**src/verilog/bgp_cfg.svh**
```systemverilog
// Register map, reset values and field positions of the GPIO port block
`ifndef BGP_CFG_SVH
`define BGP_CFG_SVH

// Word index of each register; byte address is four times the index
`define BGP_IDX_PORT_H 4'h0
`define BGP_IDX_PORT_J 4'h3
`define BGP_IDX_PORT_K 4'h6
`define BGP_IDX_ANALOG 4'h9
`define BGP_IDX_LAST 4'h9

// Offsets inside a port group of three registers
`define BGP_SUB_DIRECTION 4'h0
`define BGP_SUB_PINS 4'h1
`define BGP_SUB_LATCH 4'h2
`define BGP_PORT_STRIDE 4'h3

// Byte addresses
`define BGP_OFS_PORT_H_DIRECTION 32'h0000_0000
`define BGP_OFS_PORT_H_PINS 32'h0000_0004
`define BGP_OFS_PORT_H_OUTPUT_LATCH 32'h0000_0008
`define BGP_OFS_PORT_J_DIRECTION 32'h0000_000c
`define BGP_OFS_PORT_J_PINS 32'h0000_0010
`define BGP_OFS_PORT_J_OUTPUT_LATCH 32'h0000_0014
`define BGP_OFS_PORT_K_DIRECTION 32'h0000_0018
`define BGP_OFS_PORT_K_PINS 32'h0000_001c
`define BGP_OFS_PORT_K_OUTPUT_LATCH 32'h0000_0020
`define BGP_OFS_ANALOG_PIN_CONFIG 32'h0000_0024

// Reset values
`define BGP_DIRECTION_RST 8'hff
`define BGP_LATCH_RST 8'h00
`define BGP_ANALOG_RST 8'h00

// analog_pin_config fields: pin_config_sel in 3:0, vref_config_sel in 5:4
`define BGP_ANALOG_WMASK 8'h3f
`define BGP_PIN_CFG_LSB 0
`define BGP_PIN_CFG_MSB 3
`define BGP_PIN_CFG_ALL_DIGITAL 4'hf
`define BGP_SHARED_LSB 4

`endif

```
**src/verilog/bgp_pkg.sv**
```systemverilog
// Types shared by the GPIO port block
package bgp_pkg;
  typedef logic [7:0] bgp_byte_t;
  typedef logic [3:0] bgp_idx_t;
  typedef logic [3:0] bgp_nibble_t;
endpackage

```
**src/verilog/bgp_gpio.sv**
```systemverilog
// Three bidirectional 8-bit GPIO ports with an AHB-Lite register slave
// What this block does
// - A direction bit of 1 turns the pin's driver off so the pin is an input.
// - A direction bit of 0 makes the pin an output driving its latch bit.
// - Reading the output latch returns the latch, not the pin; writing it loads the latch.
// - Reading the pins register returns pin levels; writing it loads the output latch.
// - Every kind of reset sets all direction bits to one.
// - Latches start at zero on power-on and keep their value on other resets.
// - Upper four pins of the first port double as analog channels twelve to fifteen.
// - The second and third ports are eight bits, each pin set independently.
// - After power-on the shared pins are analog and read as zero.
`include "bgp_cfg.svh"

module bgp_gpio (
  input wire logic hclk,
  input wire logic hresetn,
  input wire logic other_reset,
  input wire logic hsel,
  input wire logic [31:0] haddr,
  input wire logic [1:0] htrans,
  input wire logic hwrite,
  input wire logic [2:0] hsize,
  input wire logic hready,
  input wire logic [31:0] hwdata,
  output logic hreadyout,
  output logic hresp,
  output logic [31:0] hrdata,
  input wire bgp_pkg::bgp_byte_t port_h_in,
  output bgp_pkg::bgp_byte_t port_h_out,
  output bgp_pkg::bgp_byte_t port_h_oe,
  input wire bgp_pkg::bgp_byte_t port_j_in,
  output bgp_pkg::bgp_byte_t port_j_out,
  output bgp_pkg::bgp_byte_t port_j_oe,
  input wire bgp_pkg::bgp_byte_t port_k_in,
  output bgp_pkg::bgp_byte_t port_k_out,
  output bgp_pkg::bgp_byte_t port_k_oe,
  output bgp_pkg::bgp_nibble_t analog_shared_pins
);
  import bgp_pkg::*;

  localparam int NPORTS = 3;

  // Bus side
  logic addr_phase;
  logic addr_mapped;
  bgp_idx_t addr_idx;
  logic wr_pend;
  bgp_idx_t wr_idx;
  bgp_byte_t wdata;
  bgp_byte_t rd_byte;

  // Analog sharing of the first port
  bgp_byte_t analog_cfg;
  bgp_byte_t next_analog_cfg;
  bgp_nibble_t next_shared;

  // Per-port views joined from the generate loop
  bgp_byte_t pin_in_w [NPORTS];
  bgp_byte_t rd_part [NPORTS];
  bgp_byte_t out_w [NPORTS];
  bgp_byte_t oe_w [NPORTS];
  bgp_byte_t read_mask [NPORTS];

  assign addr_phase = hsel && htrans[1] && hready;
  assign addr_idx = haddr[5:2];
  assign addr_mapped = (haddr[31:6] == 26'h000_0000) && (addr_idx <= `BGP_IDX_LAST);
  assign wdata = hwdata[7:0];

  // Data phase of a write; the registers load on the edge that ends it
  always_ff @(posedge hclk or negedge hresetn) begin
    if (!hresetn) begin
      wr_pend <= 1'b0;
      wr_idx <= 4'h0;
    end else begin
      wr_pend <= addr_phase && hwrite && addr_mapped;
      wr_idx <= addr_idx;
    end
  end

  // Zero wait states, always OKAY
  always_ff @(posedge hclk or negedge hresetn) begin
    if (!hresetn) begin
      hreadyout <= 1'b1;
      hresp <= 1'b0;
    end else begin
      hreadyout <= 1'b1;
      hresp <= 1'b0;
    end
  end

  // Direction, latch and analog reads are taken from next-state values so a read
  // right behind a write to the same register already sees the written byte.
  always_comb begin
    rd_byte = rd_part[0] | rd_part[1] | rd_part[2];
    if (addr_idx == `BGP_IDX_ANALOG) begin
      rd_byte = next_analog_cfg;
    end
    if (!addr_mapped) begin
      rd_byte = 8'h00;
    end
  end

  always_ff @(posedge hclk or negedge hresetn) begin
    if (!hresetn) begin
      hrdata <= 32'h0000_0000;
    end else if (addr_phase && !hwrite) begin
      hrdata <= {24'h00_0000, rd_byte};
    end
  end

  // Analog pin configuration; bits 7:6 do not exist and read zero
  always_comb begin
    next_analog_cfg = analog_cfg;
    if (other_reset) begin
      next_analog_cfg = `BGP_ANALOG_RST;
    end else if (wr_pend && wr_idx == `BGP_IDX_ANALOG) begin
      next_analog_cfg = wdata & `BGP_ANALOG_WMASK;
    end
  end

  // Until software selects all-digital, the shared pins stay analog
  always_comb begin
    next_shared = 4'hf;
    if (next_analog_cfg[`BGP_PIN_CFG_MSB:`BGP_PIN_CFG_LSB] == `BGP_PIN_CFG_ALL_DIGITAL) begin
      next_shared = 4'h0;
    end
  end

  always_ff @(posedge hclk or negedge hresetn) begin
    if (!hresetn) begin
      analog_cfg <= `BGP_ANALOG_RST;
      analog_shared_pins <= 4'hf;
    end else begin
      analog_cfg <= next_analog_cfg;
      analog_shared_pins <= next_shared;
    end
  end

  assign pin_in_w[0] = port_h_in;
  assign pin_in_w[1] = port_j_in;
  assign pin_in_w[2] = port_k_in;

  // Analog pins read as zero through the pins register
  assign read_mask[0] = {~analog_shared_pins, 4'hf};
  assign read_mask[1] = 8'hff;
  assign read_mask[2] = 8'hff;

  // One identical port per iteration; every bit is independent
  for (genvar p = 0; p < NPORTS; p++) begin : g_port
    localparam bgp_idx_t BASE = 4'(p * 3);
    bgp_byte_t direction;
    bgp_byte_t latch;
    bgp_byte_t oe;
    bgp_byte_t next_direction;
    bgp_byte_t next_latch;
    bgp_byte_t sync_a;
    bgp_byte_t sync_b;

    always_comb begin
      next_direction = direction;
      if (other_reset) begin
        next_direction = `BGP_DIRECTION_RST;
      end else if (wr_pend && wr_idx == BASE + `BGP_SUB_DIRECTION) begin
        next_direction = wdata;
      end
    end

    // Latch survives other_reset; pins and latch writes both load it
    always_comb begin
      next_latch = latch;
      if (wr_pend && (wr_idx == BASE + `BGP_SUB_PINS)) begin
        next_latch = wdata;
      end else if (wr_pend && (wr_idx == BASE + `BGP_SUB_LATCH)) begin
        next_latch = wdata;
      end
    end

    // Enable kept as its own flop so the pin driver is never combinational
    always_ff @(posedge hclk or negedge hresetn) begin
      if (!hresetn) begin
        direction <= `BGP_DIRECTION_RST;
        oe <= 8'h00;
      end else begin
        direction <= next_direction;
        oe <= ~next_direction;
      end
    end

    // Power-on value is undefined; zero chosen so the pads are known
    always_ff @(posedge hclk or negedge hresetn) begin
      if (!hresetn) begin
        latch <= `BGP_LATCH_RST;
      end else begin
        latch <= next_latch;
      end
    end

    // Two-stage synchroniser; only sync_b is read by logic
    always_ff @(posedge hclk or negedge hresetn) begin
      if (!hresetn) begin
        sync_a <= 8'h00;
        sync_b <= 8'h00;
      end else begin
        sync_a <= pin_in_w[p];
        sync_b <= sync_a;
      end
    end

    always_comb begin
      rd_part[p] = 8'h00;
      if (addr_idx == BASE + `BGP_SUB_DIRECTION) begin
        rd_part[p] = next_direction;
      end else if (addr_idx == BASE + `BGP_SUB_PINS) begin
        rd_part[p] = sync_b & read_mask[p];
      end else if (addr_idx == BASE + `BGP_SUB_LATCH) begin
        rd_part[p] = next_latch;
      end
    end

    assign out_w[p] = latch;
    assign oe_w[p] = oe;
  end

  assign port_h_out = out_w[0];
  assign port_h_oe = oe_w[0];
  assign port_j_out = out_w[1];
  assign port_j_oe = oe_w[1];
  assign port_k_out = out_w[2];
  assign port_k_oe = oe_w[2];
endmodule

```
**config.mk**
```make
export PLATFORM = sky130hd
export DESIGN_NAME = bgp_gpio
export DESIGN_NICKNAME = d
export VERILOG_FILES = /design/src/verilog/bgp_pkg.sv /design/src/verilog/bgp_gpio.sv
export VERILOG_INCLUDE_DIRS = /design/src /design/src/verilog
export SDC_FILE = /design/constraint.sdc
export NUM_CORES = 1
export LEC_CHECK = 0
export ABC_AREA = 1
export BUFFER_PORTS_ARGS = -buffer_cell sky130_fd_sc_hd__buf_2
export CAP_MARGIN = 10
export CORE_UTILIZATION = 39
export DETAILED_ROUTE_END_ITERATION = 7
export PLACE_DENSITY = 0.73
export SLEW_MARGIN = 20
export SYNTH_ARGS = -nofsm -noshare
export SYNTH_HDL_FRONTEND = slang
export SYNTH_SLANG_ARGS = --single-unit
export TNS_END_PERCENT = 5
```
**constraint.sdc**
```tcl
create_clock -name hclk -period 1.7 [get_ports hclk]
set_clock_uncertainty 0.15 [all_clocks]
set_input_delay 0.34 -clock hclk [delete_from_list [all_inputs] [get_ports hclk]]
set_output_delay 0.34 -clock hclk [all_outputs]
set_load 0.03 [all_outputs]
```
==> out/results.ini, run 1 <==
[layout]
fin_util_pct=56.7
nets=1042
fillers=1308
seq_area_sq_um=3590
multiInputGateArea_sq_um=2110
fin_area_sq_um=8590
syn_to_final_growth_pct=42.1
final_common_cell=nand2_1
post_route_cells_drive_above_1_share_pct=37.4
layout_common_cells=nand2_1 (181), buf_2 (125), dfrtp_1 (113)
insertedDiodeCount=0

[route]
drt-pass1-iter-count=5
num_vias=5325
drt-total-wl_um=16600
drt_iter0_markers=400
viasPerCell=4.65
wl_per_cell_um=14.5
drc_errors=0
postRouteAntennaNets=0

[setup_path]
slowest_stage=dfrtp_2
crit_path_frequent_cell=nand2_1
worst_setup_path_end_kind=flop
r2r_start=wr_idx[3]
crit_family=simple AND/OR/NAND/NOR gates
crit_path_start_kind=flop
cp.required_ps=1860
critical_path_class=flop to flop
crit_chain=nor2_4 > buf_6 > nand3_4 > nand2_1 > nand3_1 > nand2_1 > nand2_1 > nor2_1 > nand3_2 > nand2_1 > nand2_1
cp.buffers_inverters=1
crit_fanout=8
r2r_slack_ps=-180
cpPeakStageDelay_ps=450
crit_arrival_ps=2040
rr_worst_depth=11
timing.rr.end=hrdata[4]

[timing]
hold_viol=0
hold_slack_ps=55.8
slew_headroom_pct=59.6
fmax_mhz=533
finalSetupViolations=8
finalSetupTns_ps=-1200
finalCriticalPeriod_ps=1880
setup_slack_ps=-177
worstMarginPinSlew_ps=604
drv_slew=0
rsz0062_at_grt=yes
min_period_over_period_pct=110

[min_path]
min_path_cells=2
min_from=haddr[5]
hp-class=input pin to flop
hold_path_end=wr_idx[3]

[floorplanning]
die_y_um=126
start_util_pct=39.9
fp-row-count=45
io_pins=185
chipWidth_um=126
dieArea_sq_um=16000
core-area_sq_um=15100

[global_route]
antenna_found_initial=0
gr-usage-all-layers_pct=21.6
grt_overflow=0
grt_pass1_vias=5264
grt_pass1_wl_um=25900
grt_max_degree=51

[status]
violations=negative setup slack
status=complete, but fails checks

[job]
drv_cap=0

[cts]
clkSlewWorstSetupHoldPaths_ps=60
cts_root_buf=clkbuf_16
clkLatencyLatePin_ps=420
cts_max_level=4
cts_tree=built
cts_buffers=17
cts_buffer_depth=2
cts.sinks=142

[logic_synthesis]
syn_area_per_cell_sq_um=8.82
seq_area_frac_synth_pct=59.3
synth_area_leaders=dfrtp_1 (48%), nand2_1 (12%), dfstp_2 (11%)
synth_top_cell_area_share_pct=48.5
ys_types=24
synth_top_area_cell=dfrtp_1
syn_inst=685
synth_area_sq_um=6040
synth-seq-cells=142
yosys_warnings=0

[placed_design]
hpwlAfterDp_um=11800
gp_congestion=0.943
dpl_cell_area_sq_um=7470
io_buffers=128

[pwr]
power.density_nw_per_um2=870
p_leak_uw=0.00493
ir_drop_v=0.000684
finalPower_uw=7470

[worst max path at each step]
stage | start | to | slack, ps | cells past startpoint
detailed placement | haddr[5] | hrdata[2] | -230 | 12
CTS | wr_idx[0] | hrdata[5] | -120 | 11
global route | wr_idx[1] | hrdata[5] | -260 | 12
global placement | wr_idx[1] | hrdata[4] | -210 | 11
floorplan | wr_idx[3] | hrdata[7] | 40 | 11
finish | wr_idx[3] | hrdata[4] | -180 | 11
[synthesized netlist by cell type (all sizes together)]
cell,n
and2,22
buf,38
conb,2
dfrtp,117
dfstp,25
inv,100
nand2,198
nand3,99
nand4,12
nor2,61
nor3,1
nor3b,1
nor4,4
o21ai,3
or2,2
[flip-flops by register name, summed over array words and instances, names as in the netlist]
signal / count
port_j_oe: 8
g_port.sync_a: 24
port_k_out: 8
port_h_oe: 8
port_h_out: 8
hrdata: 8
g_port.sync_b: 24
port_j_out: 8
g_port.direction: 24
wr_idx: 4
port_k_oe: 8
wr_pend: 1
analog_cfg: 8
analog_shared_pins: 1
[metrics by stage]
stage	instances	worst slack [ps]
floorplan	709	39.9
global placement	1078	-206
detailed placement	1078	-234
CTS	1143	-119
global route	1144	-258
finish	1144	-177
[layer usage]
metal,track usage [%],up-vias,wire length [um]
li1,-,2585,-
met1,26.5,2490,6940
met2,34.6,201,7970
met3,5.65,49,979
met4,12.1,0,676
met5,0,-,0
[power by group]
part           switching (uW)  leakage [uW]  internal, uW
combinational             369       0.00292           225
clock                    1480      0.000254          1930
sequential               24.8       0.00176          3450
total                    1870       0.00493          5600
[repair_timing]
action                                  CTS  global route
hold buffers                             27             0
pin swaps                                18            20
resized for setup                        44            31
setup buffers                             5             1
hold endpoints to repair                 87             0
endpoints found under the setup margin   12            14
cloned                                    1             0
[worst register-to-register path, cell delays in order (launching register included)]
cell,delay (ps)
dfrtp_2,450
nor2_4,160
buf_6,140
nand3_4,140
nand2_1,90
nand3_1,130
nand2_1,100
nand2_1,60
nor2_1,150
nand3_2,80
nand2_1,60
nand2_1,40
[cell type report]
cell class	instances	area share, %
Clock buffer	19	5.16
Sequential cell	142	41.8
Multi-Input combinational cell	429	24.6
Clock inverter	13	1.25
Tap cell	188	2.74
Timing Repair Buffer	253	20.1
Inverter	100	4.37
[logic make-up (layout without fill, tap and decap cells)]
group                  count (synthesis)  in the layout  synth area share (%)
AO/OA/AOI/OAI                          3              3                 0.248
buffers and inverters                138            385                  10.7
flip-flops                           142            142                  59.3
other                                  2             26                 0.124
AND/OR/NAND/NOR                      400            400                  29.6
(Power assumes the default switching activity.)
==> run 2: changes to the inputs <==
Settings changed: CTS_BUF_LIST from default to sky130_fd_sc_hd__clkbuf_8 sky130_fd_sc_hd__clkbuf_16, RECOVER_POWER from default to 25.
==> out/results.ini, run 2 (synthesis gave the netlist of run 1 again) <==
[layout]
layout_common_cells=nand2_1 (181), buf_2 (122), dfrtp_1 (113)
nets=1042
fin_area_sq_um=8580
syn_to_final_growth_pct=41.9
fin_util_pct=56.6
final_common_cell=nand2_1
largestRegisters=g_port.direction (24), g_port.sync_a (24), g_port.sync_b (24)
insertedDiodeCount=0
fillers=1313
post_route_cells_drive_above_1_share_pct=37.1

[timing]
hold_slack_ps=60.9
min_period_over_period_pct=110
finalSetupViolations=8
worstMarginPinSlew_ps=901
slew_headroom_pct=39.9
drv_slew=0
rsz0062_at_grt=yes
fmax_mhz=534
finalCriticalPeriod_ps=1870
hold_viol=0
setup_slack_ps=-171

[global_route]
antenna_found_initial=0
grt_pass1_wl_um=25900
grt_max_degree=51
gr-usage-all-layers_pct=21.6
grt_overflow=0
grt_pass1_vias=5264

[route]
drt-total-wl_um=16500
postRouteAntennaNets=0
drc_errors=0
num_vias=5308
drt_iter0_markers=392
viasPerCell=4.64
wl_per_cell_um=14.4
drt-pass1-iter-count=5

[floorplanning]
fp-row-count=45
dieArea_sq_um=16000
chipWidth_um=126
io_pins=185
core-area_sq_um=15100
start_util_pct=39.9
die_y_um=126

[min_path]
hp-class=input pin to flop
hold_path_end=wr_idx[1]
min_path_cells=2
min_from=haddr[3]

[pwr]
p_sw_share_pct=24.9
p_int_uw=5590
pwr-share-seq_pct=46.6
p_clk_share_pct=45.5
power.density_nw_per_um2=869
finalPower_uw=7450
p_leak_uw=0.00493
ir_drop_v=0.000683
p_sw_uw=1860
combinationalPowerShare_pct=7.9

[job]
drv_cap=0

[setup_path]
slowest_stage=dfrtp_2
crit_fanout=8
cpPeakStageDelay_ps=450
cp.buffers_inverters=1
timing.rr.end=hrdata[4]
crit_chain=nor2_4 > buf_6 > nand3_4 > nand2_1 > nand3_1 > nand2_1 > nand2_1 > nor2_1 > nand3_2 > nand2_1 > nand2_1
rr_worst_depth=11
crit_arrival_ps=2030
worst_setup_path_end_kind=flop
crit_path_start_kind=flop
r2r_start=wr_idx[3]
r2r_slack_ps=-170
critical_path_class=flop to flop
crit_family=simple AND/OR/NAND/NOR gates
crit_path_frequent_cell=nand2_1
cp.required_ps=1860

[cts]
cts.sinks=142
cts_root_buf=clkbuf_16
cts_buffer_depth=2
cts_max_level=4
cts_tree=built
cts_buffers=17
clkLatencyLatePin_ps=420
clkSlewWorstSetupHoldPaths_ps=70

[placed_design]
gp_congestion=0.943
dpl_cell_area_sq_um=7470
io_buffers=128
hpwlAfterDp_um=11800

[status]
violations=negative setup slack
status=complete, but fails checks

[run 2: repair_timing]
action                     in CTS  in global routing
cloned                          1                  0
setup endpoints to repair      12                 14
pin swaps                      18                 20
gates resized for setup        44                 31
hold buffers                   27                  0
hold endpoints to repair       87                  0
setup buffers                   5                  1
[run 2: cell type report]
| class | count | area, sq um | share of cell area (%) |
|---|---|---|---|
| repair buffers | 253 | 1710 | 20.0 |
| well taps | 188 | 235 | 2.74 |
| flip-flops and latches | 142 | 3590 | 41.9 |
| multi-input cells | 429 | 2110 | 24.6 |
| clock inverters | 14 | 111 | 1.30 |
| clock buffers | 18 | 439 | 5.12 |
| inverters | 100 | 375 | 4.38 |
[run 2: metal layers]
layer / vias to the layer above / routed length [um] / track usage [%]
li1: 2583 / - / -
met1: 2492 / 6870 / 26.5
met2: 186 / 8000 / 34.6
met3: 47 / 976 / 5.65
met4: 0 / 654 / 12.1
met5: - / 0 / 0
[run 2: power by group through the flow]
stage | sequential (uW) | clock [uW] | combinational (uW)
floorplan | 3520 | 0 | 244
global placement | 3530 | 0 | 500
detailed placement | 3530 | 0 | 501
CTS | 3470 | 3470 | 573
global route | 3480 | 3650 | 637
finish | 3470 | 3390 | 590
[run 2: worst max-delay path by stage]
| stage | from | end | slack [ps] | depth (start not counted) |
|---|---|---|---|---|
| after floorplan | wr_idx[3] | hrdata[7] | 40 | 11 |
| after CTS | wr_idx[0] | hrdata[5] | -120 | 11 |
| final | wr_idx[3] | hrdata[4] | -170 | 11 |
| after detailed placement | haddr[5] | hrdata[2] | -230 | 12 |
| after global routing | wr_idx[1] | hrdata[5] | -260 | 12 |
| after global placement | wr_idx[1] | hrdata[4] | -210 | 11 |
[run 2: metrics by stage]
| stage | setup slack [ps] | std cells | TNS (ps) |
|---|---|---|---|
| floorplan | 39.9 | 709 | 0 |
| global placement | -206 | 1078 | -1530 |
| detailed placement | -234 | 1078 | -1670 |
| CTS | -119 | 1143 | -821 |
| global route | -258 | 1144 | -2060 |
| finish | -171 | 1144 | -1190 |
==> run 3: changes to the inputs <==
Settings changed: ABC_AREA 1 to 0, PLACE_DENSITY 0.73 to 0.74.
==> out/results.ini, run 3 <==
[global_route]
grt.met1_usage_pct=25.6
grt_overflow=0
top_usage_layer=met2
met3_usage_pct=7.06
grt_pass1_vias=4505
gr-usage-met2_pct=35.5
grt_max_degree=41
antenna_found_initial=0
grt_pass1_wl_um=23200
gr-usage-all-layers_pct=21.1

[layout]
layout_common_cells=buf_2 (118), dfrtp_1 (116), buf_4 (78)
fillers=1116
nets=785
post_route_cells_drive_above_1_share_pct=48.9
largestRegisters=g_port.direction (24), g_port.sync_a (24), g_port.sync_b (24)
seq_area_sq_um=3590
fin_area_sq_um=8190
insertedDiodeCount=0
final_common_cell=buf_2
syn_to_final_growth_pct=44.5
multiInputGateArea_sq_um=1920

[logic_synthesis]
seq_area_frac_synth_pct=63.2
synth_top_flop_cell=dfrtp_1
synth_top_cell_area_share_pct=51.6
synth_area_leaders=dfrtp_1 (52%), dfstp_2 (12%), buf_4 (4.2%)
synth-seq-cells=142
syn_inst=438
yosys_warnings=0
synthArstFlopShare_pct=100
synth_most_common_cell=dfrtp_1
synth_area_sq_um=5670
synth_edf_count=0
synth_top_area_cell=dfrtp_1
synth_common_cells=dfrtp_1 (117), buf_4 (32), inv_1 (28)
ys_types=56
syn_area_per_cell_sq_um=12.9

[cts]
cts.sinks=142
clkLatencyLatePin_ps=420
cts_buffers=17
cts_buffer_depth=2
clkSlewWorstSetupHoldPaths_ps=60
cts_root_buf=clkbuf_16
cts_tree=built
cts_max_level=4

[route]
wl_per_cell_um=16.8
num_vias=4287
postRouteAntennaNets=0
drt-total-wl_um=14700
drc_errors=0
viasPerCell=4.88
drt_iter0_markers=261
drt-pass1-iter-count=4

[setup_path]
crit_chain=or2b_4 > nor2b_4 > buf_6 > buf_12 > mux2_4 > a221oi_2 > a32oi_1
worst_setup_path_end_kind=flop
crit_path_start_kind=flop
cp.buffers_inverters=2
crit_fanout=5
crit_family=simple AND/OR/NAND/NOR gates
crit_arrival_ps=2280
cp.required_ps=1830
slowest_stage=dfrtp_1
critical_path_class=flop to flop
rr_worst_depth=7
worst-path-stages=7
cpPeakStageDelay_ps=380

[pwr]
power.density_nw_per_um2=955
ir_drop_v=0.000890
p_leak_uw=0.00419

[job]
drv_cap=0

[placed_design]
io_buffers=128
dpl_cell_area_sq_um=7070
preCtsSetupSlack_ps=-510
hpwlAfterDp_um=10500
gp_congestion=0.851

[timing]
finalSetupViolations=38
min_period_over_period_pct=127
hold_slack_ps=30.1
fmax_mhz=464
setup_slack_ps=-455
worstMarginPinSlew_ps=999
slew_headroom_pct=33.4
rsz0062_at_grt=yes
hold_viol=0
finalCriticalPeriod_ps=2150
drv_slew=0

[floorplanning]
dieArea_sq_um=15000
core-area_sq_um=14000
start_util_pct=40.4
chipWidth_um=123
fp-row-count=43
io_pins=185
die_y_um=123

[min_path]
min_path_cells=2
hp-class=input pin to flop

[status]
status=complete, but fails checks
violations=negative setup slack

## run 3: cell types whose count changed after synthesis, sizes merged, moves of 17 or more
| cell | delta |
|---|---|
| mux2 | +22 |
| o21ai | +20 |
| mux2i | +17 |
| a22oi | +22 |
| nand2 | -170 |
| nand3 | -86 |
| nor2 | -44 |
| inv | -72 |
| and2 | -21 |
## run 3: area by class of cell
class	count	share of cell area, %
clock buffer	18	5.36
clock inverter	14	1.92
inverter	28	1.28
multi-input combinational	248	23.5
sequential	142	43.8
tap	180	2.75
timing repair buffer	249	21.5
## run 3: cells by family after synthesis
kind of cell | synth area share, %
flops | 63.2
simple gates | 10.5
compound gates | 10.2
buf+inv | 7.88
mux | 7.90
other cells | 0.132
xor+xnor | 0.155
## run 3: report_power, final
| part | total, uW | internal [uW] | switching (uW) |
|---|---|---|---|
| clock | 3670 | 2220 | 1450 |
| sequential | 3500 | 3470 | 35.6 |
| combinational | 650 | 259 | 392 |
| total | 7820 | 5940 | 1880 |
## run 3: path summary, 6_finish.rpt
kind,startpoint,end,slack [ps]
worst max-delay path,wr_idx[2],hrdata[2],-450
worst min-delay path,hwrite,wr_pend,30
worst max register to register,wr_idx[2],hrdata[2],-450
worst min register to register,g_port[2].sync_a[1],g_port[2].sync_b[1],200
max in group asynchronous,hresetn,g_port[1].direction[7],180
min in group asynchronous,hresetn,g_port[2].sync_a[0],470
## run 3: stage by stage
stage | cells | TNS, ps | util [%] | total power, uW
after floorplan | 462 | -3590 | - | 3860
after global placement | 818 | -6150 | 50.3 | 4110
after detailed placement | 818 | -8280 | 50.3 | 4130
after CTS | 875 | -7970 | 57.1 | 7860
after global routing | 879 | -9990 | 58.4 | 8100
final | 879 | -7060 | 58.4 | 7820
## run 3: repair_timing
action                                  CTS  global route
pin swaps                                 8            14
hold buffers                             25             0
cloned                                    0             0
gates resized for setup                  26            33
endpoints found under the setup margin   60            65
hold endpoints to repair                 85             0
buffers inserted                          0             4
## run 3: layer usage
metal  up-vias  part of all wire (%)  routed length, um
met2       140                    51               7480
met1      2135                    42               6130
li1       1992                     -                  -
met5         -                     0                  0
met4         0                   1.4                206
met3        20                   6.3                932
